--- src/sbt_pkg.sv ---
// shared constants and types of the serial transmitter with baud divisor
package sbt_pkg;
	localparam int         AXI_AW       = 8;
	localparam logic [7:0] OFF_DIV_HI   = 8'h00;
	localparam logic [7:0] OFF_DIV_LO   = 8'h04;
	localparam logic [7:0] OFF_CTRL     = 8'h08;
	localparam logic [7:0] OFF_STAT     = 8'h0c;
	localparam logic [7:0] OFF_IRQ_ST   = 8'h10;
	localparam logic [7:0] OFF_IRQ_MSK  = 8'h14;
	localparam logic [7:0] OFF_DATA_HI  = 8'h18;
	localparam logic [7:0] OFF_DATA_LO  = 8'h1c;
	localparam int         DIV_W        = 13;
	localparam int         DIV_HI_W     = 5;
	localparam logic [12:0] DIV_RST     = 13'h0000;
	localparam logic [4:0] DIV_HI_RST   = 5'h00;
	localparam int         CTRL_TX_ON   = 0;
	localparam int         CTRL_RX_ON   = 1;
	localparam int         CTRL_NINE    = 4;
	localparam logic [7:0] CTRL_RST     = 8'h00;
	localparam int         STAT_TX_BUFFER_EMPTY_FLAG    = 0;
	localparam int         STAT_TX_BUSY = 1;
	localparam int         STAT_RX_BUSY = 2;
	localparam int         STAT_GEN_RUN = 3;
	localparam int         EV_TX_BUFFER_EMPTY_FLAG      = 0;
	localparam int         EV_TX_DONE   = 1;
	localparam int         EV_START     = 2;
	localparam int         EV_REJECT    = 3;
	localparam int         EV_NOISE     = 4;
	localparam int         EV_W         = 5;
	localparam logic [4:0] EV_RST       = 5'h00;
	localparam logic [3:0] RT_LAST      = 4'hf;
	localparam logic [3:0] RT_A         = 4'h2;
	localparam logic [3:0] RT_B         = 4'h4;
	localparam logic [3:0] RT_C         = 4'h6;
	localparam logic [3:0] RT_MID       = 4'h7;
	localparam logic [3:0] BITS_8       = 4'ha;
	localparam logic [3:0] BITS_9       = 4'hb;
	localparam logic [1:0] RESP_OKAY    = 2'h0;
	localparam logic [1:0] RESP_SLVERR  = 2'h2;
	typedef enum logic [1:0] {
		RX_HUNT   = 2'b00,
		RX_VERIFY = 2'b01,
		RX_FRAME  = 2'b10
	} sbt_rx_state_t;
	typedef enum logic [0:0] {
		TX_IDLE  = 1'b0,
		TX_SHIFT = 1'b1
	} sbt_tx_state_t;
endpackage : sbt_pkg

--- src/sbt_tick_if.sv ---
// oversample tick shared by the transmitter and the receiver
`timescale 1ns/1ps
interface sbt_tick_if;
	logic tick16;
	modport gen  (output tick16);
	modport user (input  tick16);
endinterface : sbt_tick_if

--- src/sbt_baud.sv ---
// baud generator: one tick every divisor clocks, sixteen ticks per bit
`timescale 1ns/1ps
module sbt_baud
	import sbt_pkg::*;
(
	input  wire logic             aclk,
	input  wire logic             aresetn,
	input  wire logic [DIV_W-1:0] divisor,
	input  wire logic             run,
	sbt_tick_if.gen               tk
);
	logic [DIV_W-1:0] cnt_ff;
	logic             tick_ff;
	wire              wrap = (cnt_ff >= divisor - 13'h0001);

	always_ff @(posedge aclk) begin
		if (!aresetn || !run) begin
			cnt_ff  <= DIV_RST;
			tick_ff <= 1'b0;
		end else if (wrap) begin
			cnt_ff  <= DIV_RST;
			tick_ff <= 1'b1;
		end else begin
			cnt_ff  <= cnt_ff + 13'h0001;
			tick_ff <= 1'b0;
		end
	end

	assign tk.tick16 = tick_ff;
endmodule : sbt_baud

--- src/sbt_rx_start.sv ---
// receiver start-bit search and verification with frame tracking
`timescale 1ns/1ps
module sbt_rx_start
	import sbt_pkg::*;
(
	input  wire logic aclk,
	input  wire logic aresetn,
	input  wire logic enable,
	input  wire logic nine,
	input  wire logic rxd,
	sbt_tick_if.user  tk,
	output logic      start_found,
	output logic      rejected,
	output logic      noise_hit,
	output logic      busy
);
	sbt_rx_state_t state_ff;
	logic [3:0]    rt_ff;
	logic [3:0]    bit_ff;
	logic          seen_hi_ff;
	logic          s_a_ff;
	logic          s_b_ff;
	logic          found_ff;
	logic          rej_ff;
	logic          noise_ff;
	wire  [1:0]    lows = {1'b0, ~s_a_ff} + {1'b0, ~s_b_ff} + {1'b0, ~rxd};
	wire  [3:0]    last_bit = nine ? BITS_9 : BITS_8;

	always_ff @(posedge aclk) begin
		found_ff <= 1'b0;
		rej_ff   <= 1'b0;
		noise_ff <= 1'b0;
		if (!aresetn || !enable) begin
			state_ff   <= RX_HUNT;
			rt_ff      <= 4'h0;
			bit_ff     <= 4'h0;
			seen_hi_ff <= 1'b0;
			s_a_ff     <= 1'b1;
			s_b_ff     <= 1'b1;
		end else if (tk.tick16) begin
			rt_ff <= rt_ff + 4'h1;
			case (state_ff)
				RX_HUNT: begin
					seen_hi_ff <= rxd;
					rt_ff      <= 4'h0;
					if (seen_hi_ff && !rxd) state_ff <= RX_VERIFY;
				end
				RX_VERIFY: begin
					if (rt_ff + 4'h1 == RT_A) s_a_ff <= rxd;
					if (rt_ff + 4'h1 == RT_B) begin
						s_b_ff <= rxd;
						if (s_a_ff && rxd) begin
							state_ff   <= RX_HUNT;
							seen_hi_ff <= 1'b1;
							rej_ff     <= 1'b1;
						end
					end
					if (rt_ff + 4'h1 == RT_C) begin
						if (lows >= 2'h2) begin
							state_ff <= RX_FRAME;
							bit_ff   <= 4'h0;
							found_ff <= 1'b1;
							noise_ff <= (lows != 2'h3);
						end else begin
							state_ff   <= RX_HUNT;
							seen_hi_ff <= 1'b1;
							rej_ff     <= 1'b1;
						end
					end
				end
				RX_FRAME: begin
					if (rt_ff == RT_LAST) bit_ff <= bit_ff + 4'h1;
					if (bit_ff == last_bit - 4'h1 && rt_ff == RT_MID) begin
						state_ff   <= RX_HUNT;
						seen_hi_ff <= 1'b0;
					end
				end
				default: state_ff <= RX_HUNT;
			endcase
		end
	end

	assign start_found = found_ff;
	assign rejected    = rej_ff;
	assign noise_hit   = noise_ff;
	assign busy        = (state_ff != RX_HUNT);
endmodule : sbt_rx_start

--- src/sbt_top.sv ---
// serial transmitter with baud divisor, start-bit check and axi4-lite registers
//
// How it works
// the bit rate is the module clock divided by sixteen times the divisor.
// software programs the thirteen-bit divisor between 1 and 8191 over the high and low registers.
// a high-register write waits in a holding register until the low register is written.
// after only a high write, divisor reads show the old value until the low write.
// the baud generator stays off after reset until tx_on or rx_on is first set.
// the baud generator is stopped while the divisor is zero.
// transmitter and receiver run independently from the one shared baud generator.
// the nine-bit control bit selects eight or nine data bits per character.
// in nine-bit mode ninth_tx_bit is sent as data bit 8.
// buffered data moves to the shifter and goes out between a start and a stop bit.
// the data registers are write-only buffers in front of the shifter.
// the buffer-empty flag is set when a character moves into the shifter, except in a cycle that also writes the data low buffer.
// if the third and fifth verification samples are high the search restarts.
// noise rejected before a start bit is confirmed raises no noise event.
// the line idles high, start is low, data goes lsb first, stop is high.
// the receiver counts sixteen ticks per bit from the first low it sees.
`timescale 1ns/1ps
module sbt_top
	import sbt_pkg::*;
#(
	parameter int AW = AXI_AW
) (
	input  wire logic          aclk,
	input  wire logic          aresetn,
	input  wire logic [AW-1:0] s_axi_awaddr,
	input  wire logic          s_axi_awvalid,
	output logic               s_axi_awready,
	input  wire logic [31:0]   s_axi_wdata,
	input  wire logic [3:0]    s_axi_wstrb,
	input  wire logic          s_axi_wvalid,
	output logic               s_axi_wready,
	output logic [1:0]         s_axi_bresp,
	output logic               s_axi_bvalid,
	input  wire logic          s_axi_bready,
	input  wire logic [AW-1:0] s_axi_araddr,
	input  wire logic          s_axi_arvalid,
	output logic               s_axi_arready,
	output logic [31:0]        s_axi_rdata,
	output logic [1:0]         s_axi_rresp,
	output logic               s_axi_rvalid,
	input  wire logic          s_axi_rready,
	output logic               txd,
	input  wire logic          rxd,
	output logic               irq
);
	import sbt_pkg::*;

	function automatic logic hit(input logic [AW-1:0] a, input logic [7:0] off);
		hit = (a == AW'(off));
	endfunction : hit

	function automatic logic mapped(input logic [AW-1:0] a);
		mapped = hit(a, OFF_DIV_HI) || hit(a, OFF_DIV_LO) || hit(a, OFF_CTRL)
			|| hit(a, OFF_STAT) || hit(a, OFF_IRQ_ST) || hit(a, OFF_IRQ_MSK)
			|| hit(a, OFF_DATA_HI) || hit(a, OFF_DATA_LO);
	endfunction : mapped

	// write channel holding
	logic          aw_hold_ff;
	logic [AW-1:0] awaddr_ff;
	logic          w_hold_ff;
	logic [31:0]   wdata_ff;
	logic          wlane_ff;
	logic          bvalid_ff;
	logic [1:0]    bresp_ff;
	// read channel
	logic          rvalid_ff;
	logic [31:0]   rdata_ff;
	logic [1:0]    rresp_ff;
	logic [31:0]   rd_word;

	// registers
	logic [DIV_HI_W-1:0] div_hi_tmp_ff;
	logic [DIV_W-1:0]    divisor_ff;
	logic [7:0]          ctrl_ff;
	logic [EV_W-1:0]     irq_st_ff;
	logic [EV_W-1:0]     irq_msk_ff;
	logic                ninth_ff;
	logic [7:0]          data_lo_ff;
	logic                tx_buffer_empty_flag_ff;
	logic                gen_armed_ff;

	// transmitter
	sbt_tx_state_t tx_state_ff;
	logic [10:0]   shift_ff;
	logic [3:0]    bits_left_ff;
	logic [3:0]    tx_rt_ff;
	logic          txd_ff;

	// receiver pin synchroniser
	logic rxd_meta_ff;
	logic rxd_sync_ff;

	logic rx_found;
	logic rx_rejected;
	logic rx_noise;
	logic rx_busy;

	sbt_tick_if tk ();

	// ---------------- bus decode
	wire aw_take  = s_axi_awvalid && !aw_hold_ff;
	wire w_take   = s_axi_wvalid && !w_hold_ff;
	wire wr_go    = aw_hold_ff && w_hold_ff && !bvalid_ff;
	wire wr_ok    = wr_go && mapped(awaddr_ff);
	wire wr_en    = wr_ok && wlane_ff;
	wire ar_take  = s_axi_arvalid && !rvalid_ff;

	wire wr_div_hi  = wr_en && hit(awaddr_ff, OFF_DIV_HI);
	wire wr_div_lo  = wr_en && hit(awaddr_ff, OFF_DIV_LO);
	wire wr_ctrl    = wr_en && hit(awaddr_ff, OFF_CTRL);
	wire wr_irq_st  = wr_en && hit(awaddr_ff, OFF_IRQ_ST);
	wire wr_irq_msk = wr_en && hit(awaddr_ff, OFF_IRQ_MSK);
	wire wr_data_hi = wr_en && hit(awaddr_ff, OFF_DATA_HI);
	wire wr_data_lo = wr_en && hit(awaddr_ff, OFF_DATA_LO);

	wire [7:0] wbyte = wdata_ff[7:0];

	assign s_axi_awready = !aw_hold_ff;
	assign s_axi_wready  = !w_hold_ff;
	assign s_axi_bvalid  = bvalid_ff;
	assign s_axi_bresp   = bresp_ff;
	assign s_axi_arready = !rvalid_ff;
	assign s_axi_rvalid  = rvalid_ff;
	assign s_axi_rdata   = rdata_ff;
	assign s_axi_rresp   = rresp_ff;

	// ---------------- bus slave, write side
	always_ff @(posedge aclk) begin
		if (!aresetn) begin
			aw_hold_ff <= 1'b0;
			awaddr_ff  <= '0;
		end else if (aw_take) begin
			aw_hold_ff <= 1'b1;
			awaddr_ff  <= s_axi_awaddr;
		end else if (wr_go) begin
			aw_hold_ff <= 1'b0;
		end
	end

	always_ff @(posedge aclk) begin
		if (!aresetn) begin
			w_hold_ff <= 1'b0;
			wdata_ff  <= 32'h0000_0000;
			wlane_ff  <= 1'b0;
		end else if (w_take) begin
			w_hold_ff <= 1'b1;
			wdata_ff  <= s_axi_wdata;
			wlane_ff  <= s_axi_wstrb[0];
		end else if (wr_go) begin
			w_hold_ff <= 1'b0;
		end
	end

	always_ff @(posedge aclk) begin
		if (!aresetn) begin
			bvalid_ff <= 1'b0;
			bresp_ff  <= RESP_OKAY;
		end else if (wr_go) begin
			bvalid_ff <= 1'b1;
			bresp_ff  <= mapped(awaddr_ff) ? RESP_OKAY : RESP_SLVERR;
		end else if (s_axi_bready) begin
			bvalid_ff <= 1'b0;
		end
	end

	// ---------------- bus slave, read side
	wire gen_run = gen_armed_ff && (divisor_ff != DIV_RST);
	wire tx_busy = (tx_state_ff == TX_SHIFT);

	always_comb begin
		rd_word = 32'h0000_0000;
		if (hit(s_axi_araddr, OFF_DIV_HI)) begin
			rd_word[DIV_HI_W-1:0] = divisor_ff[DIV_W-1:8];
		end else if (hit(s_axi_araddr, OFF_DIV_LO)) begin
			rd_word[7:0] = divisor_ff[7:0];
		end else if (hit(s_axi_araddr, OFF_CTRL)) begin
			rd_word[7:0] = ctrl_ff;
		end else if (hit(s_axi_araddr, OFF_STAT)) begin
			rd_word[STAT_TX_BUFFER_EMPTY_FLAG]    = tx_buffer_empty_flag_ff;
			rd_word[STAT_TX_BUSY] = tx_busy;
			rd_word[STAT_RX_BUSY] = rx_busy;
			rd_word[STAT_GEN_RUN] = gen_run;
		end else if (hit(s_axi_araddr, OFF_IRQ_ST)) begin
			rd_word[EV_W-1:0] = irq_st_ff;
		end else if (hit(s_axi_araddr, OFF_IRQ_MSK)) begin
			rd_word[EV_W-1:0] = irq_msk_ff;
		end
		// data buffers are write-only and read as zero
	end

	always_ff @(posedge aclk) begin
		if (!aresetn) begin
			rvalid_ff <= 1'b0;
			rdata_ff  <= 32'h0000_0000;
			rresp_ff  <= RESP_OKAY;
		end else if (ar_take) begin
			rvalid_ff <= 1'b1;
			rdata_ff  <= rd_word;
			rresp_ff  <= mapped(s_axi_araddr) ? RESP_OKAY : RESP_SLVERR;
		end else if (s_axi_rready) begin
			rvalid_ff <= 1'b0;
		end
	end

	// ---------------- divisor and control
	always_ff @(posedge aclk) begin
		if (!aresetn) begin
			div_hi_tmp_ff <= DIV_HI_RST;
			divisor_ff    <= DIV_RST;
		end else begin
			if (wr_div_hi) div_hi_tmp_ff <= wbyte[DIV_HI_W-1:0];
			if (wr_div_lo) divisor_ff <= {div_hi_tmp_ff, wbyte};
		end
	end

	always_ff @(posedge aclk) begin
		if (!aresetn) begin
			ctrl_ff      <= CTRL_RST;
			irq_msk_ff   <= EV_RST;
			gen_armed_ff <= 1'b0;
		end else begin
			if (wr_ctrl) ctrl_ff <= wbyte;
			if (wr_irq_msk) irq_msk_ff <= wbyte[EV_W-1:0];
			// armed once for good: clearing the enables later does not stop it
			if (ctrl_ff[CTRL_TX_ON] || ctrl_ff[CTRL_RX_ON]) gen_armed_ff <= 1'b1;
		end
	end

	// ---------------- transmit buffer
	wire tx_load = ctrl_ff[CTRL_TX_ON] && gen_run && !tx_busy && !tx_buffer_empty_flag_ff;
	wire tx_bit_end = tk.tick16 && (tx_rt_ff == RT_LAST);
	wire tx_done = tx_busy && tx_bit_end && (bits_left_ff == 4'h1);
	wire nine = ctrl_ff[CTRL_NINE];

	always_ff @(posedge aclk) begin
		if (!aresetn) begin
			ninth_ff   <= 1'b0;
			data_lo_ff <= 8'h00;
			tx_buffer_empty_flag_ff    <= 1'b1;
		end else begin
			if (wr_data_hi) ninth_ff <= wbyte[0];
			if (wr_data_lo) data_lo_ff <= wbyte;
			// a new character written while the old one leaves keeps the buffer full
			if (wr_data_lo) tx_buffer_empty_flag_ff <= 1'b0;
			else if (tx_load) tx_buffer_empty_flag_ff <= 1'b1;
		end
	end

	// ---------------- transmit shifter
	// frame word, lsb out first: start, data, optional ninth bit, stop
	wire [10:0] frame = nine ? {1'b1, ninth_ff, data_lo_ff, 1'b0}
		: {2'b11, data_lo_ff, 1'b0};

	always_ff @(posedge aclk) begin
		if (!aresetn) begin
			tx_state_ff  <= TX_IDLE;
			shift_ff     <= 11'h7ff;
			bits_left_ff <= 4'h0;
			tx_rt_ff     <= 4'h0;
		end else begin
			case (tx_state_ff)
				TX_IDLE: begin
					if (tx_load) begin
						tx_state_ff  <= TX_SHIFT;
						shift_ff     <= frame;
						bits_left_ff <= nine ? BITS_9 : BITS_8;
						tx_rt_ff     <= 4'h0;
					end
				end
				TX_SHIFT: begin
					if (tk.tick16) tx_rt_ff <= tx_rt_ff + 4'h1;
					if (tx_bit_end) begin
						shift_ff     <= {1'b1, shift_ff[10:1]};
						bits_left_ff <= bits_left_ff - 4'h1;
						if (bits_left_ff == 4'h1) tx_state_ff <= TX_IDLE;
					end
				end
				default: tx_state_ff <= TX_IDLE;
			endcase
		end
	end

	always_ff @(posedge aclk) begin
		if (!aresetn) txd_ff <= 1'b1;
		else txd_ff <= tx_busy ? shift_ff[0] : 1'b1;
	end

	assign txd = txd_ff;

	// ---------------- receive pin
	always_ff @(posedge aclk) begin
		if (!aresetn) begin
			rxd_meta_ff <= 1'b1;
			rxd_sync_ff <= 1'b1;
		end else begin
			rxd_meta_ff <= rxd;
			rxd_sync_ff <= rxd_meta_ff;
		end
	end

	// ---------------- interrupts
	logic [EV_W-1:0] events;
	logic [EV_W-1:0] nxt_irq_st;

	always_comb begin
		events             = '0;
		events[EV_TX_BUFFER_EMPTY_FLAG]    = tx_load;
		events[EV_TX_DONE] = tx_done;
		events[EV_START]   = rx_found;
		events[EV_REJECT]  = rx_rejected;
		events[EV_NOISE]   = rx_noise;
		// a set in the clearing cycle survives
		nxt_irq_st = (irq_st_ff & ~(wr_irq_st ? wbyte[EV_W-1:0] : EV_RST)) | events;
	end

	always_ff @(posedge aclk) begin
		if (!aresetn) irq_st_ff <= EV_RST;
		else irq_st_ff <= nxt_irq_st;
	end

	assign irq = |(irq_st_ff & irq_msk_ff);

	// ---------------- shared baud generator and receiver front end
	sbt_baud u_baud (
		.aclk    (aclk),
		.aresetn (aresetn),
		.divisor (divisor_ff),
		.run     (gen_run),
		.tk      (tk.gen)
	);

	sbt_rx_start u_rx (
		.aclk        (aclk),
		.aresetn     (aresetn),
		.enable      (ctrl_ff[CTRL_RX_ON] && gen_run),
		.nine        (nine),
		.rxd         (rxd_sync_ff),
		.tk          (tk.user),
		.start_found (rx_found),
		.rejected    (rx_rejected),
		.noise_hit   (rx_noise),
		.busy        (rx_busy)
	);
endmodule : sbt_top

--- config.mk ---
export PLATFORM = sky130hd
export DESIGN_NAME = sbt_top
export DESIGN_NICKNAME = d
export VERILOG_FILES = /design/src/sbt_pkg.sv /design/src/sbt_tick_if.sv /design/src/sbt_baud.sv /design/src/sbt_rx_start.sv /design/src/sbt_top.sv
export SDC_FILE = /design/constraint.sdc
export NUM_CORES = 1
export LEC_CHECK = 0
export ABC_AREA = 0
export BUFFER_PORTS_ARGS = -buffer_cell sky130_fd_sc_hd__buf_2
export CORE_MARGIN = 4
export CORE_UTILIZATION = 50
export CTS_CLUSTER_SIZE = 8
export DETAILED_ROUTE_END_ITERATION = 12
export GPL_TIMING_DRIVEN = 0
export PLACE_DENSITY = 0.74
export SLEW_MARGIN = 20
export SYNTH_ARGS = -nofsm -noshare
export SYNTH_HDL_FRONTEND = slang
export SYNTH_SLANG_ARGS = --single-unit
--- constraint.sdc ---
create_clock -name aclk -period 2.9 [get_ports aclk]
set_clock_uncertainty 0.15 [all_clocks]
set_input_delay 0.435 -clock aclk [delete_from_list [all_inputs] [get_ports aclk]]
set_output_delay 0.435 -clock aclk [all_outputs]
set_load 0.02 [all_outputs]
## Yosys cells after proc, flatten, opt, wreduce, memory -nomap -nowiden

Cells that the tools add are included.

- Add/subtract/negate cells: 9
- $lt $le $gt $ge: 2
- Equal/unequal tests: 35
- Muxes and demuxes: 60
- Bitwise logic cells: 12
- Reduce and logical (&&, ||, !) cells: 77

Operators with widths:

| operator | number |
|---|---|
| 8-bit by 5-bit equality test with 1-bit output (second input constant) | 8 |
| 4-bit two-way mux | 9 |
| 8-bit by 4-bit equality test with 1-bit output (second input constant) | 4 |
| 1-bit logical AND | 25 |
| 1-bit two-way mux | 25 |
| 5-bit two-way mux | 5 |
| 4-bit one-hot mux with 2 select lines | 3 |
| 11-bit two-way mux | 2 |
| 11-bit one-hot mux with 2 select lines | 1 |
| 1-bit logical OR | 17 |
| 8-bit by 3-bit equality test with 1-bit output (second input constant) | 2 |
| 8-bit zero test | 2 |
| 2-bit two-way mux | 8 |
| 2-bit by 1-bit != test with 1-bit output (second input constant) | 7 |
| 2-bit nonzero test | 7 |
| 13-bit by 1-bit adder with 13-bit output (second input constant) | 1 |
| 13-bit greater-or-equal comparator | 1 |
| 13-bit nonzero test | 1 |
| 13-bit by 1-bit subtractor with 13-bit output (second input constant) | 1 |
| 4-bit by 1-bit adder with 4-bit output (second input constant) | 3 |
| 4-bit by 3-bit equality test with 1-bit output (second input constant) | 3 |
| 5-bit bitwise AND | 2 |
| 1-bit zero test | 10 |
| 10-bit two-way mux | 1 |
| 29 further kinds | 47 |

- Bits in registers: 133
- Output and inout bits: 43

## Logic depth before layout (Yosys ltp)

- Word-level depth: 15
- Mapped depth: 12
- Mapped depth without buffers: 11

## By module

From an unflattened synthesis, not the netlist that was laid out.

- Cells, all modules: 755
- Area total of the unflattened synthesis: 6736.5 um2

Modules (own cells, without submodules):

| module | times used | cells each | area each (um2) | seq. area each (um2) |
|---|---|---|---|---|
| sbt_top | 1 | 504 | 4521.8 | 2001.9 |
| sbt_baud | 1 | 126 | 1184.9 | 280.3 |
| sbt_rx_start | 1 | 125 | 1029.7 | 320.3 |

## Worst setup path after synthesis

No wires, ideal clock.

- Kind: flip-flop to flip-flop
- From: register divisor_ff[2]
- To: register u_baud.cnt_ff[10]
- Arrival time: 2.773 ns
- Required time: 2.633 ns
- Path slack: -0.140 ns
- Stages on the path, launching flop included: 11
- Buffers on the path: 1
- Period minus slack after synthesis: 3.040 ns
- Cells stage by stage: dfxtp_1 or4_1 or3_1 nor4_2 xnor2_1 ha_1 nand4_1 or3_1 o2111ai_1 buf_2 nor2_1

- Cells in the longest elaborated chain, start to end: 5
- Elaborated cells between the ends (all ways): 7
- Those cells by class: add/sub: 1; order compare: 1; reduce/logical: 5

Ends and longest elaborated chain:

| element | line | source |
|---|---|---|
| start: declaration | sbt_top.sv:77 | `logic [DIV_W-1:0] divisor_ff;` |
| start signal: assignment | sbt_top.sv:216 | `if (wr_div_lo) divisor_ff <= {div_hi_tmp_ff, wbyte};` |
| parallel branches: the longest is 4 deep, another holds 13-bit by 1-bit subtractor with 13-bit output | - |  |
| 2-bit OR reduction (no line) (*) | - |  |
| end signal: assignment | sbt_baud.sv:24 | `cnt_ff <= cnt_ff + 13'h0001;` |
| end: declaration | sbt_baud.sv:12 | `logic [DIV_W-1:0] cnt_ff;` |

Mark *: on every way between the ends.
A chain may end at the register's enable or synchronous reset.

## Worst setup path after layout

- From: register divisor_ff[2]
- To: register u_baud.cnt_ff[1]

The elaborated chain is that of the path after synthesis.

==> flow_metrics.py <==
metrics = {
    "run_status": {
        "status": "finished with violations",
        "failed_checks": "setup timing",
    },
    "sta": {
        "worst_slack_ns": -0.108,
        "fin_hold_ws_ns": 0.0619,
        "max_slew.worst_pin.slew_ns": 1.05,
        "period_needed_ns": 3.01,
        "slew_headroom": 0.291,
        "hold_violations": 0,
        "rsz0062_at_grt": "yes",
        "setup_viol": 13,
        "fin_crit_sh": 1.04,
        "fmax_mhz": 332,
        "drv_slew": 0,
    },
    "critical_path": {
        "r2r_cells": 10,
        "crit_family": "simple AND/OR/NAND/NOR gates",
        "path_cells": "or4_4 > or3_4 > nor4_4 > xnor2_1 > ha_1 > nand4_1 > or3_4 > o2111ai_4 > buf_6 > nor2_1",
        "reg2reg_slack_ns": -0.11,
        "rr_startpoint": "divisor_ff[2]",
        "crit_buf_inv": 1,
        "end_kind": "flip-flop",
        "max_stage_delay_ns": 0.53,
        "critPathLaunchType": "flip-flop",
        "critPathMaxFanout": 5,
        "worst_path_most_repeated_cell": "or3_4",
        "r2r-end": "u_baud.cnt_ff[1]",
        "cp.required_ns": 3.06,
        "slowest_stage": "or4_4",
        "critPathKind": "flip-flop to flip-flop",
        "crit_cells": 10,
        "critPathArrivalTime_ns": 3.17,
    },
    "logic_synthesis": {
        "yosysSeqAreaShare": 0.399,
        "synthArstFlopShare": 0,
        "yosys.area.top_type": "dfxtp_1",
        "yosysWarnings": 0,
        "netlist.area_leader.share": 0.399,
        "synth_commonest_cells": "130 x dfxtp_1, 85 x nor2_1, 81 x nand2_1",
        "yosys_most_used_dff": "dfxtp_1",
        "synth.most_common_cell": "dfxtp_1",
        "avgSynthCellArea_um2": 8.72,
        "syn_inst": 748,
        "synth_edf_count": 0,
        "ys_ff_latch": 130,
        "synthDistinctLibCells": 66,
        "netlist_area_um2": 6520,
        "synth.area.top_cells": "dfxtp_1 40%, mux2i_1 8.1%, ha_1 5.4%",
    },
    "clocking": {
        "cts_made_buffers": 17,
        "cts_max_path_buffers": 2,
        "clkSinkCount": 130,
        "clk_pin_slew_worst_paths_ns": 0.05,
        "cts_max_level": 4,
        "tritoncts": "done",
        "ctsHoldBuffers": 0,
        "worstSkewPairLatency_ns": 0.42,
        "root_buffer": "clkbuf_16",
    },
    "global_route": {
        "antenna_found_initial": 0,
        "grt_overflow": 0,
        "grt_usage": 0.218,
        "grt_pass1_wl_um": 25700,
        "grt_pass1_vias": 5167,
        "grt_max_degree": 17,
    },
    "floorplanning": {
        "die_h_um": 122,
        "start_util": 0.513,
        "dieArea_um2": 14900,
        "core.rowCount": 41,
        "core_area_um2": 12700,
        "die_w_um": 122,
        "io_pins": 103,
    },
    "cells_and_area": {
        "diodes": 0,
        "syn_to_final_growth_pct": 20.0,
        "design_area_um2": 7830,
        "final_util": 0.616,
        "nets": 937,
        "drive_gt1_frac": 0.181,
    },
    "pwr": {
        "total_leakage_power_nw": 3.38,
        "ir_drop_mv": 0.532,
        "totalPowerFinal_mw": 4.32,
        "powerDensity_nw_per_um2": 552,
    },
    "flow_run": {
        "maxCapViolCount": 0,
    },
    "route": {
        "wl_per_cell_um": 15.1,
        "final_antenna_net_count": 0,
        "wl_um": 15600,
        "via_per_inst": 5.32,
        "firstDrtPassIters": 7,
        "drc_errors": 0,
        "drt-initial-drc-count": 416,
        "num_vias": 5498,
    },
    "worst_hold_path": {
        "min-delay-path-class": "input pin to flip-flop",
        "hold-path-endpoint": "rxd_meta_ff",
        "min-delay-start": "rxd",
        "whs_path_depth": 2,
    },
    "place": {
        "globalplace.congestion": 0.852,
        "pre_cts_ws_ns": -0.243,
        "port_buffers": 48,
        "placed_area_um2": 7100,
        "hpwl_um": 11000,
    },
}
stage by stage:
stage,setup TNS [ns],cells
finish,-1.23,1033
global route,-2.54,1033
CTS,-0.939,1032
detailed placement,-2.67,993
global placement,-2.20,993
floorplan,0,773
worst max-delay path by stage:
stage                   endpoint  slack, ns           from
2_1_floorplan  u_baud.cnt_ff[10]       0.01  divisor_ff[3]
3_3_place_gp   u_baud.cnt_ff[10]      -0.20  divisor_ff[3]
3_5_place_dp    u_baud.cnt_ff[7]      -0.24  divisor_ff[3]
4_1_cts         u_baud.cnt_ff[1]      -0.09  divisor_ff[2]
5_1_grt         u_baud.cnt_ff[0]      -0.21  divisor_ff[2]
6_report        u_baud.cnt_ff[1]      -0.11  divisor_ff[2]
per-layer routing:
| metal | track usage | share of wire | vias up |
|---|---|---|---|
| met5 | 0 | 0 | - |
| met4 | 0.0679 | 0.017 | 0 |
| met3 | 0.0571 | 0.064 | 22 |
| met2 | 0.346 | 0.45 | 176 |
| met1 | 0.291 | 0.47 | 2519 |
| li1 | - | - | 2781 |
cells in the final DEF, fill, tap and decap left out, drive strengths merged, types with 5 or more instances in the layout:
| master | count |
|---|---|
| clkbuf | 36 |
| and3 | 9 |
| inv | 23 |
| nand3 | 28 |
| nand2 | 82 |
| buf | 96 |
| o21ai | 16 |
| nor2 | 85 |
| nor4 | 11 |
| a31oi | 6 |
| a22oi | 5 |
| or3 | 7 |
| nand2b | 15 |
| conb | 26 |
| nor3 | 17 |
| nand4 | 6 |
| clkinv | 7 |
| xor2 | 10 |
| mux2 | 8 |
| mux2i | 53 |
| a21boi | 6 |
| a21oi | 52 |
| nor2b | 8 |
| xnor2 | 16 |
| o211ai | 8 |
| a21o | 6 |
| nor3b | 8 |
| ha | 28 |
| dfxtp | 130 |
cell type report:
cell class | instances | area (um2)
Fill cell | 1093 | 4890
Multi-Input combinational cell | 564 | 3640
Sequential cell | 130 | 2610
Clock buffer | 19 | 433
Buffer | 57 | 354
Timing Repair Buffer | 56 | 308
Tap cell | 172 | 215
Clock inverter | 13 | 183
Inverter | 22 | 82.6
cell families (layout without fill, tap and decap cells):
kind of cell | after synthesis | count (layout) | share of synthesized area
and+or+nand+nor | 298 | 298 | 0.227
xor gates and xnor gates | 26 | 26 | 0.0349
other | 1 | 26 | 0.000575
adders and majority gates | 29 | 29 | 0.0568
buffers and inverters | 79 | 167 | 0.0660
muxes | 61 | 61 | 0.0951
DFF | 130 | 130 | 0.399
AOI/OAI and AO/OA | 124 | 124 | 0.121
state kept, by name (all words and copies together) (netlist names), 2 cells and up:
name,flops
bits_left_ff,4
wdata_ff,8
ctrl_ff,8
awaddr_ff,8
u_rx.state_ff,2
shift_ff,10
s_axi_rdata,8
u_rx.bit_ff,4
data_lo_ff,8
u_baud.cnt_ff,13
divisor_ff,13
irq_st_ff,5
irq_msk_ff,5
tx_rt_ff,4
div_hi_tmp_ff,5
u_rx.rt_ff,4
repair_timing:
| item | in CTS | in global routing |
|---|---|---|
| gates cloned | 1 | 0 |
| endpoints found under the setup margin | 13 | 14 |
| pin swaps | 9 | 5 |
| setup buffers | 6 | 1 |
| resized for setup | 9 | 6 |
power by group:
group / internal [mW] / switching [mW] / total (mW)
logic: 0.0917 / 0.158 / 0.250
registers: 1.81 / 0.0285 / 1.84
clock network: 1.44 / 0.796 / 2.23
No activity file was read; power rests on OpenSTA's default activity.
